## config.mk

```make
export PLATFORM = sky130hd
export DESIGN_NAME = flash_ctrl
export DESIGN_NICKNAME = d
export VERILOG_FILES = /design/src/shared/flash_ctrl_pkg.sv /design/src/core/flash_ctrl.sv
export VERILOG_INCLUDE_DIRS = /design/src /design/src/shared
export SDC_FILE = /design/constraint.sdc
export NUM_CORES = 1
export LEC_CHECK = 0
export BUFFER_PORTS_ARGS = -buffer_cell sky130_fd_sc_hd__buf_2
export CORE_UTILIZATION = 60
export DETAILED_ROUTE_END_ITERATION = 10
export PLACE_DENSITY = 0.79
export SYNTH_ARGS = -nofsm -noshare
export SYNTH_HDL_FRONTEND = slang
export SYNTH_SLANG_ARGS = --single-unit
export TNS_END_PERCENT = 100
```

## constraint.sdc

```tcl
create_clock -name clk_i -period 8.8 [get_ports clk_i]
set_input_delay 2.64 -clock clk_i [delete_from_list [all_inputs] [get_ports clk_i]]
set_output_delay 2.64 -clock clk_i [all_outputs]
set_load 0.02 [all_outputs]
```

## src/shared/flash_ctrl_map.svh

```systemverilog
// constants of the flash controller: register offsets, command codes, timing
// Contract
// - Main erase is six cycles ending 30H written to 555H.
// - Word program needs a four-cycle command sequence.
// - Lockout is enabled only by its own six-cycle sequence.
// - Host issues identification exit after querying.
// - Only data bits 7:0 and address bits 11:0 are decoded.
// - Commands open AA to 555, 55 to AAA, then code to 555.
// - Identification left by prefixed exit or single F0 write.
`ifndef FLASH_CTRL_MAP_SVH
`define FLASH_CTRL_MAP_SVH
// ****************************************
// host-side register offsets
// ****************************************
`define REG_CMD        4'h0
`define REG_ADDR       4'h1
`define REG_WDATA      4'h2
`define REG_STATUS     4'h3
`define REG_RDATA      4'h4
`define REG_POLLS      4'h5
// ****************************************
// command codes and addresses
// ****************************************
`define ADDR_UNLOCK1   16'h0555
`define ADDR_UNLOCK2   16'h0AAA
`define ADDR_LOCKQ     16'h0002
`define DAT_UNLOCK1    16'h00AA
`define DAT_UNLOCK2    16'h0055
`define DAT_PROGRAM    16'h00A0
`define DAT_ERASE_PRE  16'h0080
`define DAT_CHIP_ERASE 16'h0010
`define DAT_MAIN_ERASE 16'h0030
`define DAT_LOCKOUT    16'h0040
`define DAT_ID_ENTRY   16'h0090
`define DAT_ID_EXIT    16'h00F0
`define POLL_BIT       7
`define TOGGLE_BIT     6
`define LOCK_BIT       0
// ****************************************
// timing: 25 MHz clock, 40 ns
// ****************************************
`define CLK_PERIOD_NS  40
`define STROBE_MIN_NS  15
`define STROBE_CYC     ((`STROBE_MIN_NS + `CLK_PERIOD_NS - 1) / `CLK_PERIOD_NS)
`define WORD_PROGRAM_TIME_NS 10000
`define POLL_LIMIT     16'hFFFF
`endif

```

## src/shared/flash_ctrl_pkg.sv

```systemverilog
// types of the flash controller
package flash_ctrl_pkg;
    typedef enum logic [3:0] {
        OP_NONE, OP_READ, OP_PROGRAM, OP_CHIP_ERASE, OP_MAIN_ERASE,
        OP_LOCKOUT, OP_ID_ENTRY, OP_ID_EXIT, OP_ID_EXIT_SHORT, OP_LOCK_QUERY
    } op_t;
    typedef enum {
        ST_IDLE, ST_SETUP, ST_STROBE, ST_HOLD, ST_NEXT,
        ST_RSETUP, ST_RSAMPLE, ST_RDONE, ST_POLL_WAIT
    } state_t;
endpackage

```

## src/core/flash_ctrl.sv

```systemverilog
// host controller driving a parallel word flash through its pins
`timescale 1ns/1ps
`include "flash_ctrl_map.svh"
module flash_ctrl (
    input  wire logic        clk_i,      // 25 MHz clock
    input  wire logic        arst_n_i,   // async reset, active low
    input  wire logic [3:0]  addr_i,     // register address
    input  wire logic [15:0] wdata_i,    // register write data
    input  wire logic        wr_i,       // write strobe
    input  wire logic        rd_i,       // read strobe
    output logic      [15:0] rdata_o,    // read data, cycle after rd_i
    output logic      [15:0] fl_addr_o,  // flash address pins
    output logic      [15:0] fl_dq_o,    // flash data out
    output logic             fl_dq_oe_o, // flash data drive enable
    input  wire logic [15:0] fl_dq_i,    // flash data in
    output logic             fl_ce_n_o,  // chip select, active low
    output logic             fl_oe_n_o,  // output gate, active low
    output logic             fl_we_n_o   // write strobe, active low
);
    import flash_ctrl_pkg::*;

    // ****************************************
    // sequence table
    // ****************************************
    localparam logic [2:0] STROBE_W = 3'(`STROBE_CYC + 1);
    localparam logic [2:0] READ_W   = 3'd2; // 120 ns covers 45 ns access

    state_t      state_q;
    op_t         op_q;
    logic [2:0]  step_q;
    logic [2:0]  cnt_q;
    logic [15:0] tgt_addr_q;
    logic [15:0] tgt_data_q;
    logic [15:0] rdbuf_q;
    logic [15:0] last_q;
    logic [15:0] polls_q;
    logic        busy_q;
    logic        done_q;
    logic        fail_q;
    logic        poll_q;
    logic        fl_oe_q;
    logic        last_tgl_q;

    logic [2:0]  nsteps;
    logic [15:0] cyc_addr;
    logic [15:0] cyc_data;
    logic        needs_poll;

    // unlock prefix, then code, except short ID exit (single F0 to 0000); program and lockout-style erase have extras
    always_comb
    begin
        nsteps   = 3'd3;
        cyc_addr = `ADDR_UNLOCK1;
        cyc_data = `DAT_UNLOCK1;
        case (op_q)
            OP_PROGRAM:       nsteps = 3'd4;
            OP_CHIP_ERASE,
            OP_MAIN_ERASE,
            OP_LOCKOUT:       nsteps = 3'd6;
            OP_ID_EXIT_SHORT: nsteps = 3'd1;
            default:          nsteps = 3'd3;
        endcase
        case (step_q)
            3'd0:
            begin
                cyc_addr = `ADDR_UNLOCK1;
                cyc_data = `DAT_UNLOCK1;
            end
            3'd1, 3'd4:
            begin
                cyc_addr = `ADDR_UNLOCK2;
                cyc_data = `DAT_UNLOCK2;
            end
            3'd2:
            begin
                cyc_addr = `ADDR_UNLOCK1;
                case (op_q)
                    OP_PROGRAM:  cyc_data = `DAT_PROGRAM;
                    OP_ID_ENTRY: cyc_data = `DAT_ID_ENTRY;
                    OP_ID_EXIT:  cyc_data = `DAT_ID_EXIT;
                    default:     cyc_data = `DAT_ERASE_PRE;
                endcase
            end
            3'd3:
            begin
                cyc_addr = (op_q == OP_PROGRAM) ? tgt_addr_q : `ADDR_UNLOCK1;
                cyc_data = (op_q == OP_PROGRAM) ? tgt_data_q : `DAT_UNLOCK1;
            end
            3'd5:
            begin
                cyc_addr = `ADDR_UNLOCK1;
                case (op_q)
                    OP_CHIP_ERASE: cyc_data = `DAT_CHIP_ERASE;
                    OP_MAIN_ERASE: cyc_data = `DAT_MAIN_ERASE;
                    default:       cyc_data = `DAT_LOCKOUT;
                endcase
            end
            default: ;
        endcase
        if (op_q == OP_ID_EXIT_SHORT)
        begin
            cyc_addr = 16'h0000;
            cyc_data = `DAT_ID_EXIT;
        end
        needs_poll  = (op_q == OP_PROGRAM) || (op_q == OP_CHIP_ERASE) ||
                      (op_q == OP_MAIN_ERASE) || (op_q == OP_LOCKOUT);
    end

    // ****************************************
    // sequencer
    // ****************************************
    always_ff @(posedge clk_i or negedge arst_n_i)
    begin
        if (!arst_n_i)
        begin
            state_q    <= ST_IDLE;
            step_q     <= 3'd0;
            cnt_q      <= 3'd0;
            fl_ce_n_o  <= 1'b1;
            fl_oe_n_o  <= 1'b1;
            fl_we_n_o  <= 1'b1;
            fl_addr_o  <= 16'h0000;
            fl_dq_o    <= 16'h0000;
            rdbuf_q    <= 16'h0000;
            last_q     <= 16'h0000;
            polls_q    <= 16'h0000;
            busy_q     <= 1'b0;
            done_q     <= 1'b0;
            fail_q     <= 1'b0;
            poll_q     <= 1'b0;
        end
        else
        begin
            case (state_q)
                ST_IDLE:
                begin
                    if (wr_i && addr_i == `REG_CMD && op_t'(wdata_i[3:0]) != OP_NONE)
                    begin
                        busy_q  <= 1'b1;
                        done_q  <= 1'b0;
                        fail_q  <= 1'b0;
                        step_q  <= 3'd0;
                        polls_q <= 16'h0000;
                        state_q <= (op_t'(wdata_i[3:0]) == OP_READ ||
                                    op_t'(wdata_i[3:0]) == OP_LOCK_QUERY) ? ST_RSETUP : ST_SETUP;
                    end
                end
                // write cycle: gate high first so no program is inhibited
                ST_SETUP:
                begin
                    fl_oe_n_o  <= 1'b1;
                    fl_addr_o  <= cyc_addr;
                    fl_dq_o    <= cyc_data;
                    fl_ce_n_o  <= 1'b0;
                    cnt_q      <= 3'd0;
                    state_q    <= ST_STROBE;
                end
                ST_STROBE:
                begin
                    fl_we_n_o <= 1'b0;
                    cnt_q     <= cnt_q + 3'd1;
                    if (cnt_q == STROBE_W)
                    begin
                        fl_we_n_o <= 1'b1;
                        state_q   <= ST_HOLD;
                    end
                end
                ST_HOLD:
                begin
                    fl_ce_n_o <= 1'b1;
                    state_q   <= ST_NEXT;
                end
                ST_NEXT:
                begin
                    if (step_q + 3'd1 < nsteps)
                    begin
                        step_q  <= step_q + 3'd1;
                        state_q <= ST_SETUP;
                    end
                    else if (needs_poll)
                    begin
                        last_q  <= (op_q == OP_PROGRAM) ? tgt_addr_q : 16'h1FFF;
                        poll_q  <= 1'b1;
                        state_q <= ST_RSETUP;
                    end
                    else
                    begin
                        busy_q  <= 1'b0;
                        done_q  <= 1'b1;
                        state_q <= ST_IDLE;
                    end
                end
                // read cycle: strobe stays high while gate drives
                ST_RSETUP:
                begin
                    fl_we_n_o <= 1'b1;
                    fl_addr_o <= poll_q ? last_q :
                                 (op_q == OP_LOCK_QUERY) ? `ADDR_LOCKQ : tgt_addr_q;
                    fl_ce_n_o <= 1'b0;
                    fl_oe_n_o <= 1'b0;
                    cnt_q     <= 3'd0;
                    state_q   <= ST_RSAMPLE;
                end
                ST_RSAMPLE:
                begin
                    cnt_q <= cnt_q + 3'd1;
                    if (cnt_q == READ_W)
                    begin
                        rdbuf_q   <= fl_dq_i;
                        fl_ce_n_o <= 1'b1;
                        fl_oe_n_o <= 1'b1;
                        state_q   <= ST_RDONE;
                    end
                end
                ST_RDONE:
                begin
                    if (!poll_q)
                    begin
                        busy_q  <= 1'b0;
                        done_q  <= 1'b1;
                        state_q <= ST_IDLE;
                    end
                    // program done when bit 7 is true data
                    else if (op_q == OP_PROGRAM &&
                             rdbuf_q[`POLL_BIT] == tgt_data_q[`POLL_BIT])
                    begin
                        poll_q  <= 1'b0;
                        busy_q  <= 1'b0;
                        done_q  <= 1'b1;
                        state_q <= ST_IDLE;
                    end
                    else
                    begin
                        state_q <= ST_POLL_WAIT;
                    end
                end
                // erase done when bit 6 stops toggling between reads
                ST_POLL_WAIT:
                begin
                    polls_q <= polls_q + 16'h0001;
                    if (op_q != OP_PROGRAM && polls_q != 16'h0000 &&
                        rdbuf_q[`TOGGLE_BIT] == last_tgl_q)
                    begin
                        poll_q  <= 1'b0;
                        busy_q  <= 1'b0;
                        done_q  <= 1'b1;
                        state_q <= ST_IDLE;
                    end
                    else if (polls_q == `POLL_LIMIT)
                    begin
                        poll_q  <= 1'b0;
                        busy_q  <= 1'b0;
                        fail_q  <= 1'b1;
                        state_q <= ST_IDLE;
                    end
                    else
                    begin
                        state_q <= ST_RSETUP;
                    end
                end
                default: state_q <= ST_IDLE;
            endcase
        end
    end

    // ****************************************
    // data pin drive and toggle history
    // ****************************************
    always_ff @(posedge clk_i or negedge arst_n_i)
    begin
        if (!arst_n_i)
            fl_oe_q <= 1'b0;
        else if (state_q == ST_SETUP)
            fl_oe_q <= 1'b1;
        else if (state_q == ST_HOLD || state_q == ST_IDLE)
            fl_oe_q <= 1'b0;
    end
    assign fl_dq_oe_o = fl_oe_q;

    always_ff @(posedge clk_i or negedge arst_n_i)
    begin
        if (!arst_n_i)
            last_tgl_q <= 1'b0;
        else if (state_q == ST_POLL_WAIT)
            last_tgl_q <= rdbuf_q[`TOGGLE_BIT];
    end

    // ****************************************
    // register port; commands ignored while busy
    // ****************************************
    always_ff @(posedge clk_i or negedge arst_n_i)
    begin
        if (!arst_n_i)
        begin
            op_q       <= OP_NONE;
            tgt_addr_q <= 16'h0000;
            tgt_data_q <= 16'hFFFF;
        end
        else if (wr_i && !busy_q)
        begin
            case (addr_i)
                `REG_CMD:   op_q       <= op_t'(wdata_i[3:0]);
                `REG_ADDR:  tgt_addr_q <= wdata_i;
                `REG_WDATA: tgt_data_q <= wdata_i;
                default: ;
            endcase
        end
    end

    always_ff @(posedge clk_i or negedge arst_n_i)
    begin
        if (!arst_n_i)
            rdata_o <= 16'h0000;
        else if (rd_i)
        begin
            case (addr_i)
                `REG_CMD:    rdata_o <= {12'h000, op_q};
                `REG_ADDR:   rdata_o <= tgt_addr_q;
                `REG_WDATA:  rdata_o <= tgt_data_q;
                `REG_STATUS: rdata_o <= {12'h000, rdbuf_q[`LOCK_BIT], fail_q, done_q, busy_q};
                `REG_RDATA:  rdata_o <= rdbuf_q;
                `REG_POLLS:  rdata_o <= polls_q;
                default:     rdata_o <= 16'h0000;
            endcase
        end
        else
            rdata_o <= 16'h0000;
    end
endmodule // flash_ctrl

```

## Word-level counts from Yosys, hierarchy flattened

Cells that the tools add are included.

- Bits in registers: 179
- Input bits: 40
- Output and inout port bits: 52
- Logic and storage cells: 181

- Add/subtract/negate cells: 3
- $lt $le $gt $ge: 1
- Equality and inequality tests: 48
- Multiplexer cells: 62
- Bitwise operators: 1
- Reductions and logical operators: 45

Operator list:

| cell | count |
|---|---|
| $pmux W32 S9 | 1 |
| $eq A32 B3 Y1 const B | 5 |
| $mux W16 | 9 |
| $eq A32 B2 Y1 const B | 3 |
| $mux W32 | 3 |
| $pmux W16 S2 | 3 |
| $pmux W16 S6 | 1 |
| $logic_not A32 Y1 | 2 |
| $pmux W16 S4 | 1 |
| $eq A32 B1 Y1 const B | 1 |
| $eq A32 B4 Y1 const B | 1 |
| $eq A32 B5 Y1 const B | 1 |
| $eq A4 B3 Y1 const B | 6 |
| $mux W1 | 23 |
| $mux W3 | 7 |
| $pmux W7 S3 | 1 |
| $ne A2 B2 Y1 const B | 10 |
| $add A16 B1 Y16 const B | 1 |
| $eq A16 B16 Y1 const B | 1 |
| $eq A4 B2 Y1 const B | 4 |
| $reduce_bool A16 Y1 | 1 |
| $pmux W7 S2 | 1 |
| $reduce_and A2 Y1 | 7 |
| $eq A4 B4 Y1 const B | 3 |
| other kinds (28) | 64 |

## Depth between registers and ports, before layout

- Depth in word-level cells: 7
- Mapped depth: 12
- Depth with buffers taken out: 9

## Worst setup path after synthesis

No wires, ideal clock.

- Path type: input to register
- Start: input addr_i[1]
- End: register busy_q
- Setup time: 0.128 ns
- Arrival time: 4.173 ns
- Data required time: 8.672 ns
- Path slack: 4.499 ns
- Stages: 6
- Buffers on the path: 1
- Cells stage by stage: clkbuf_2 or4_1 o211ai_2 o211ai_4 a221oi_2 mux2_1

- Cells in the longest elaborated chain, start to end: 5

RTL lines:

| element | line | text |
|---|---|---|
| from (decl) | flash_ctrl.sv:7 | `input wire logic [3:0] addr_i,` |
| $logic_not A4 Y1 | - |  |
| $logic_and A1 B1 Y1 (no source line) | - |  |
| $logic_and A1 B1 Y1 | flash_ctrl.sv:137 | `` if (wr_i && addr_i == `REG_CMD && op_t'(wdata_i[3:0]) != OP_NONE) `` |
| $ne A2 B2 Y1 (no source line) | - |  |
| $reduce_and A6 Y1 (no source line) | - |  |
| to (signal assigned) | flash_ctrl.sv:127 | `busy_q <= 1'b0;` |
| to (signal assigned) | flash_ctrl.sv:139 | `busy_q <= 1'b1;` |
| to (signal assigned) | flash_ctrl.sv:188 | `busy_q <= 1'b0;` |
| to (decl) | flash_ctrl.sv:37 | `logic busy_q;` |

Every way passes these cells.
A chain may end at the register's enable or synchronous reset.

## Worst setup path after layout

- Start: input addr_i[1]
- End: register polls_q[8]

- Cells in the longest elaborated chain, start to end: 5

RTL lines:

| element | line | text |
|---|---|---|
| $logic_not A4 Y1 | - |  |
| $logic_and A1 B1 Y1 (no source line) | - |  |
| $logic_and A1 B1 Y1 | flash_ctrl.sv:137 |  |
| $ne A2 B2 Y1 (no source line) | - |  |
| $reduce_and A2 Y1 (no source line) | - |  |
| to (signal assigned) | flash_ctrl.sv:240 | `polls_q <= polls_q + 16'h0001;` |
| to (decl) | flash_ctrl.sv:36 | `logic [15:0] polls_q;` |

Every way passes these cells.

==> summary.txt <==
initial antenna violation count: 0
final hold violations: 0
post-route ant nets: 0
min Tclk post-route: 4.53 ns
Reg2Reg Depth: 8
dominant synthesized flop cell: dfrtp_1
commonest non-fill, non-tap cells in the layout: dfrtp_1 (132), buf_2 (90), nor2_1 (64)
Crit path depth: 6
Setup Viol. Count Final: 0
Max-Cap Viols: 0
CP dominant cell by count: o21ai_0
Critical Path RT: 9.10 ns
initial core utilization: 61.7%
worst min-delay path category: flip-flop to flip-flop
row count: 40
Post-DP Area: 7910 um2
Clock Root Buffer: clkbuf_16
dpl ws: 3.95 ns
initial DRC count: 650
antenna cells: 0
CTS tree: yes
Post-Syn Area: 7410 um2
worst-margin pin slew: 1.19 ns
IO buf count: 91
Post-synth EDFFs: 0
crit start category: input pin
CTS Buf Count: 17
Post-CTS Resized: 0
FFs w/ async S/R, synth: 100%
CP Class: input pin to flip-flop
layout overhead on the synthesized area: 14.9%
CP Data Arrival Time: 4.83 ns
Yosys cell types: 75
Reg2Reg Setup Slack: 5.72 ns
P_leak: 0.00379 uW
status: completed
cell family with most CP delay: simple AND/OR/NAND/NOR gates
Buffers & Inverters on Critical Path: 1
Post-CTS Repair Setup Buffers: 0
IO Count: 92
Avg Inst Size Synth: 10.6 um2
Tot GR Track Use: 32.6%
Mapped Cells: 700
layout cells sized above 1: 28.7%
Slew Viols, Final: 0
Sink Count: 151
#FFs+latches synth: 151
CTS Hold Bufs: 0
clk buf depth: 2
via count: 6,197
Chip Width: 113 um
final setup TNS: 0 ns
wirelength, routed: 20.0 mm
GP Congestion: 0.904
worst skew pair latency: 0.43 ns
Nets: 822
Seq/Total Area, Yosys: 51.3%
commonest non-fill, non-tap cell in the layout: dfrtp_1
# DRC: 0
H-tree levels: 4
Fmax achieved: 221 MHz
critical path, cell by cell: buf_2, or4_1, nand4bb_1, and2_0, o21ai_0, o21ai_0
die area: 12,800 um2
# fillers: 870
Yosys warning count: 0
largest net degree at the start of global routing: 89
Congestion Overflow GR: 0
final worst slack: 4.27 ns
syn nets: 751
Worst Setup End Kind: flip-flop
CP Max Fanout: 12
pwr dens: 361 nW/um2
hold path depth: 2
Worst-path clk slew: 0.06 ns
slowest cell on the critical path: nand4bb_1
first-pass GRT wire length: 31.5 mm
Rel. slew slack: 20.7%
core area: 12,000 um2
Post-DP HPWL: 13.6 mm
Final period util: 51.5%
Final Cell Area: 8510 um2
vias per cell: 6.66
average routed wire per standard cell: 21.5 um
vias in the first global route: 6,008
worst vdd ir: 0.000222 V
die height: 113 um
clock skew: 0.00536 ns
Max stage delay on crit path: 0.60 ns
unrepaired setup endpoints after global routing: false
router iterations before antenna repair: 6
==> final timing paths <==
kind	startpoint	to
setup reg to reg	op_q[1]	busy_q
setup / recovery	addr_i[1]	polls_q[8]
min in group asynchronous	arst_n_i	cnt_q[2]
hold reg to reg	fail_q	fail_q
hold / removal	fail_q	fail_q
max in group asynchronous	arst_n_i	polls_q[5]
==> routing by layer <==
layer	up-vias	share of wire [%]	track usage [%]
li1	2736	-	-
met1	3072	41	43.4
met2	337	49	52.5
met3	52	7.6	5.78
met4	0	2.6	14.9
met5	-	0	0
==> worst min-delay path: cells and delay by family, from the launching register on <==
| family | cells | cell delay, ns |
|---|---|---|
| DFF | 1 | 0.34 |
| AOI/OAI and AO/OA | 1 | 0.06 |
| and+or+nand+nor | 1 | 0.05 |
==> state kept, by name, summed over array words and instances, names as in the netlist, 3 cells and up <==
register    count
step_q          3
rdata_o        16
tgt_addr_q     16
last_q         16
state_q         4
cnt_q           3
polls_q        16
rdbuf_q        16
fl_addr_o      16
op_q            4
tgt_data_q     16
fl_dq_o        16
==> logic make-up after synthesis <==
logic type,after synthesis,share of synthesized area [%]
xor gates and xnor gates,5,0.591
muxes,64,9.65
and+or+nand+nor,192,13.3
DFF,151,51.3
AOI/OAI and AO/OA,213,19.6
adders and majority gates,11,1.86
buffers and inverters,64,3.63
==> where the power goes <==
group | switching (uW) | leakage, uW | internal [uW] | total [uW]
combinational | 601 | 0.00165 | 431 | 1030
sequential | 326 | 0.00184 | 969 | 1300
clock | 286 | 0.000292 | 460 | 745
total | 1210 | 0.00379 | 1860 | 3070
==> synth_stat cells, types with 3 or more instances <==
cell	count	area, um2
nand2b_1	5	31.3
o21ai_0	45	225
nand3_1	22	110
a31oi_1	3	18.8
mux2_2	58	653
clkbuf_1	27	101
o21ai_1	3	15.0
mux2i_1	5	50.1
dfstp_2	19	499
o31ai_1	3	22.5
and4_1	3	26.3
inv_1	19	71.3
nor2_1	64	240
o21a_1	7	52.6
buf_2	13	65.1
a222oi_1	4	40.0
a22o_1	9	78.8
nor4_1	4	25.0
o22ai_1	8	50.1
nor2b_1	6	37.5
dfrtp_1	132	3300
a211oi_1	4	30.0
o41ai_1	3	26.3
a221oi_1	6	52.6
a21oi_1	57	285
nor3_1	9	45.0
nand2_1	45	169
a22oi_1	30	225
or2_2	3	18.8
nand4_1	5	31.3
ha_1	11	138
xor2_1	3	26.3
a311oi_1	7	61.3
==> per-stage QoR <==
step	instances	hold slack, ns	util [%]	power (uW)
after floorplan	700	0.444	-	1950
after global placement	899	0.464	65.8	2240
after detailed placement	899	0.468	65.8	2300
after CTS	931	0.480	70.9	3050
after global routing	931	0.504	70.9	3230
final	931	0.481	70.9	3070
==> area by class of cell <==
| class | count | area (um2) | share of cell area (%) |
|---|---|---|---|
| timing repair buffer | 97 | 507 | 5.95 |
| sequential | 151 | 3800 | 44.7 |
| inverter | 19 | 71.3 | 0.838 |
| multi-input combinational | 485 | 3340 | 39.2 |
| clock inverter | 12 | 150 | 1.76 |
| clock buffer | 20 | 457 | 5.37 |
| tap | 147 | 184 | 2.16 |
Power figures use the tool's default switching activity.
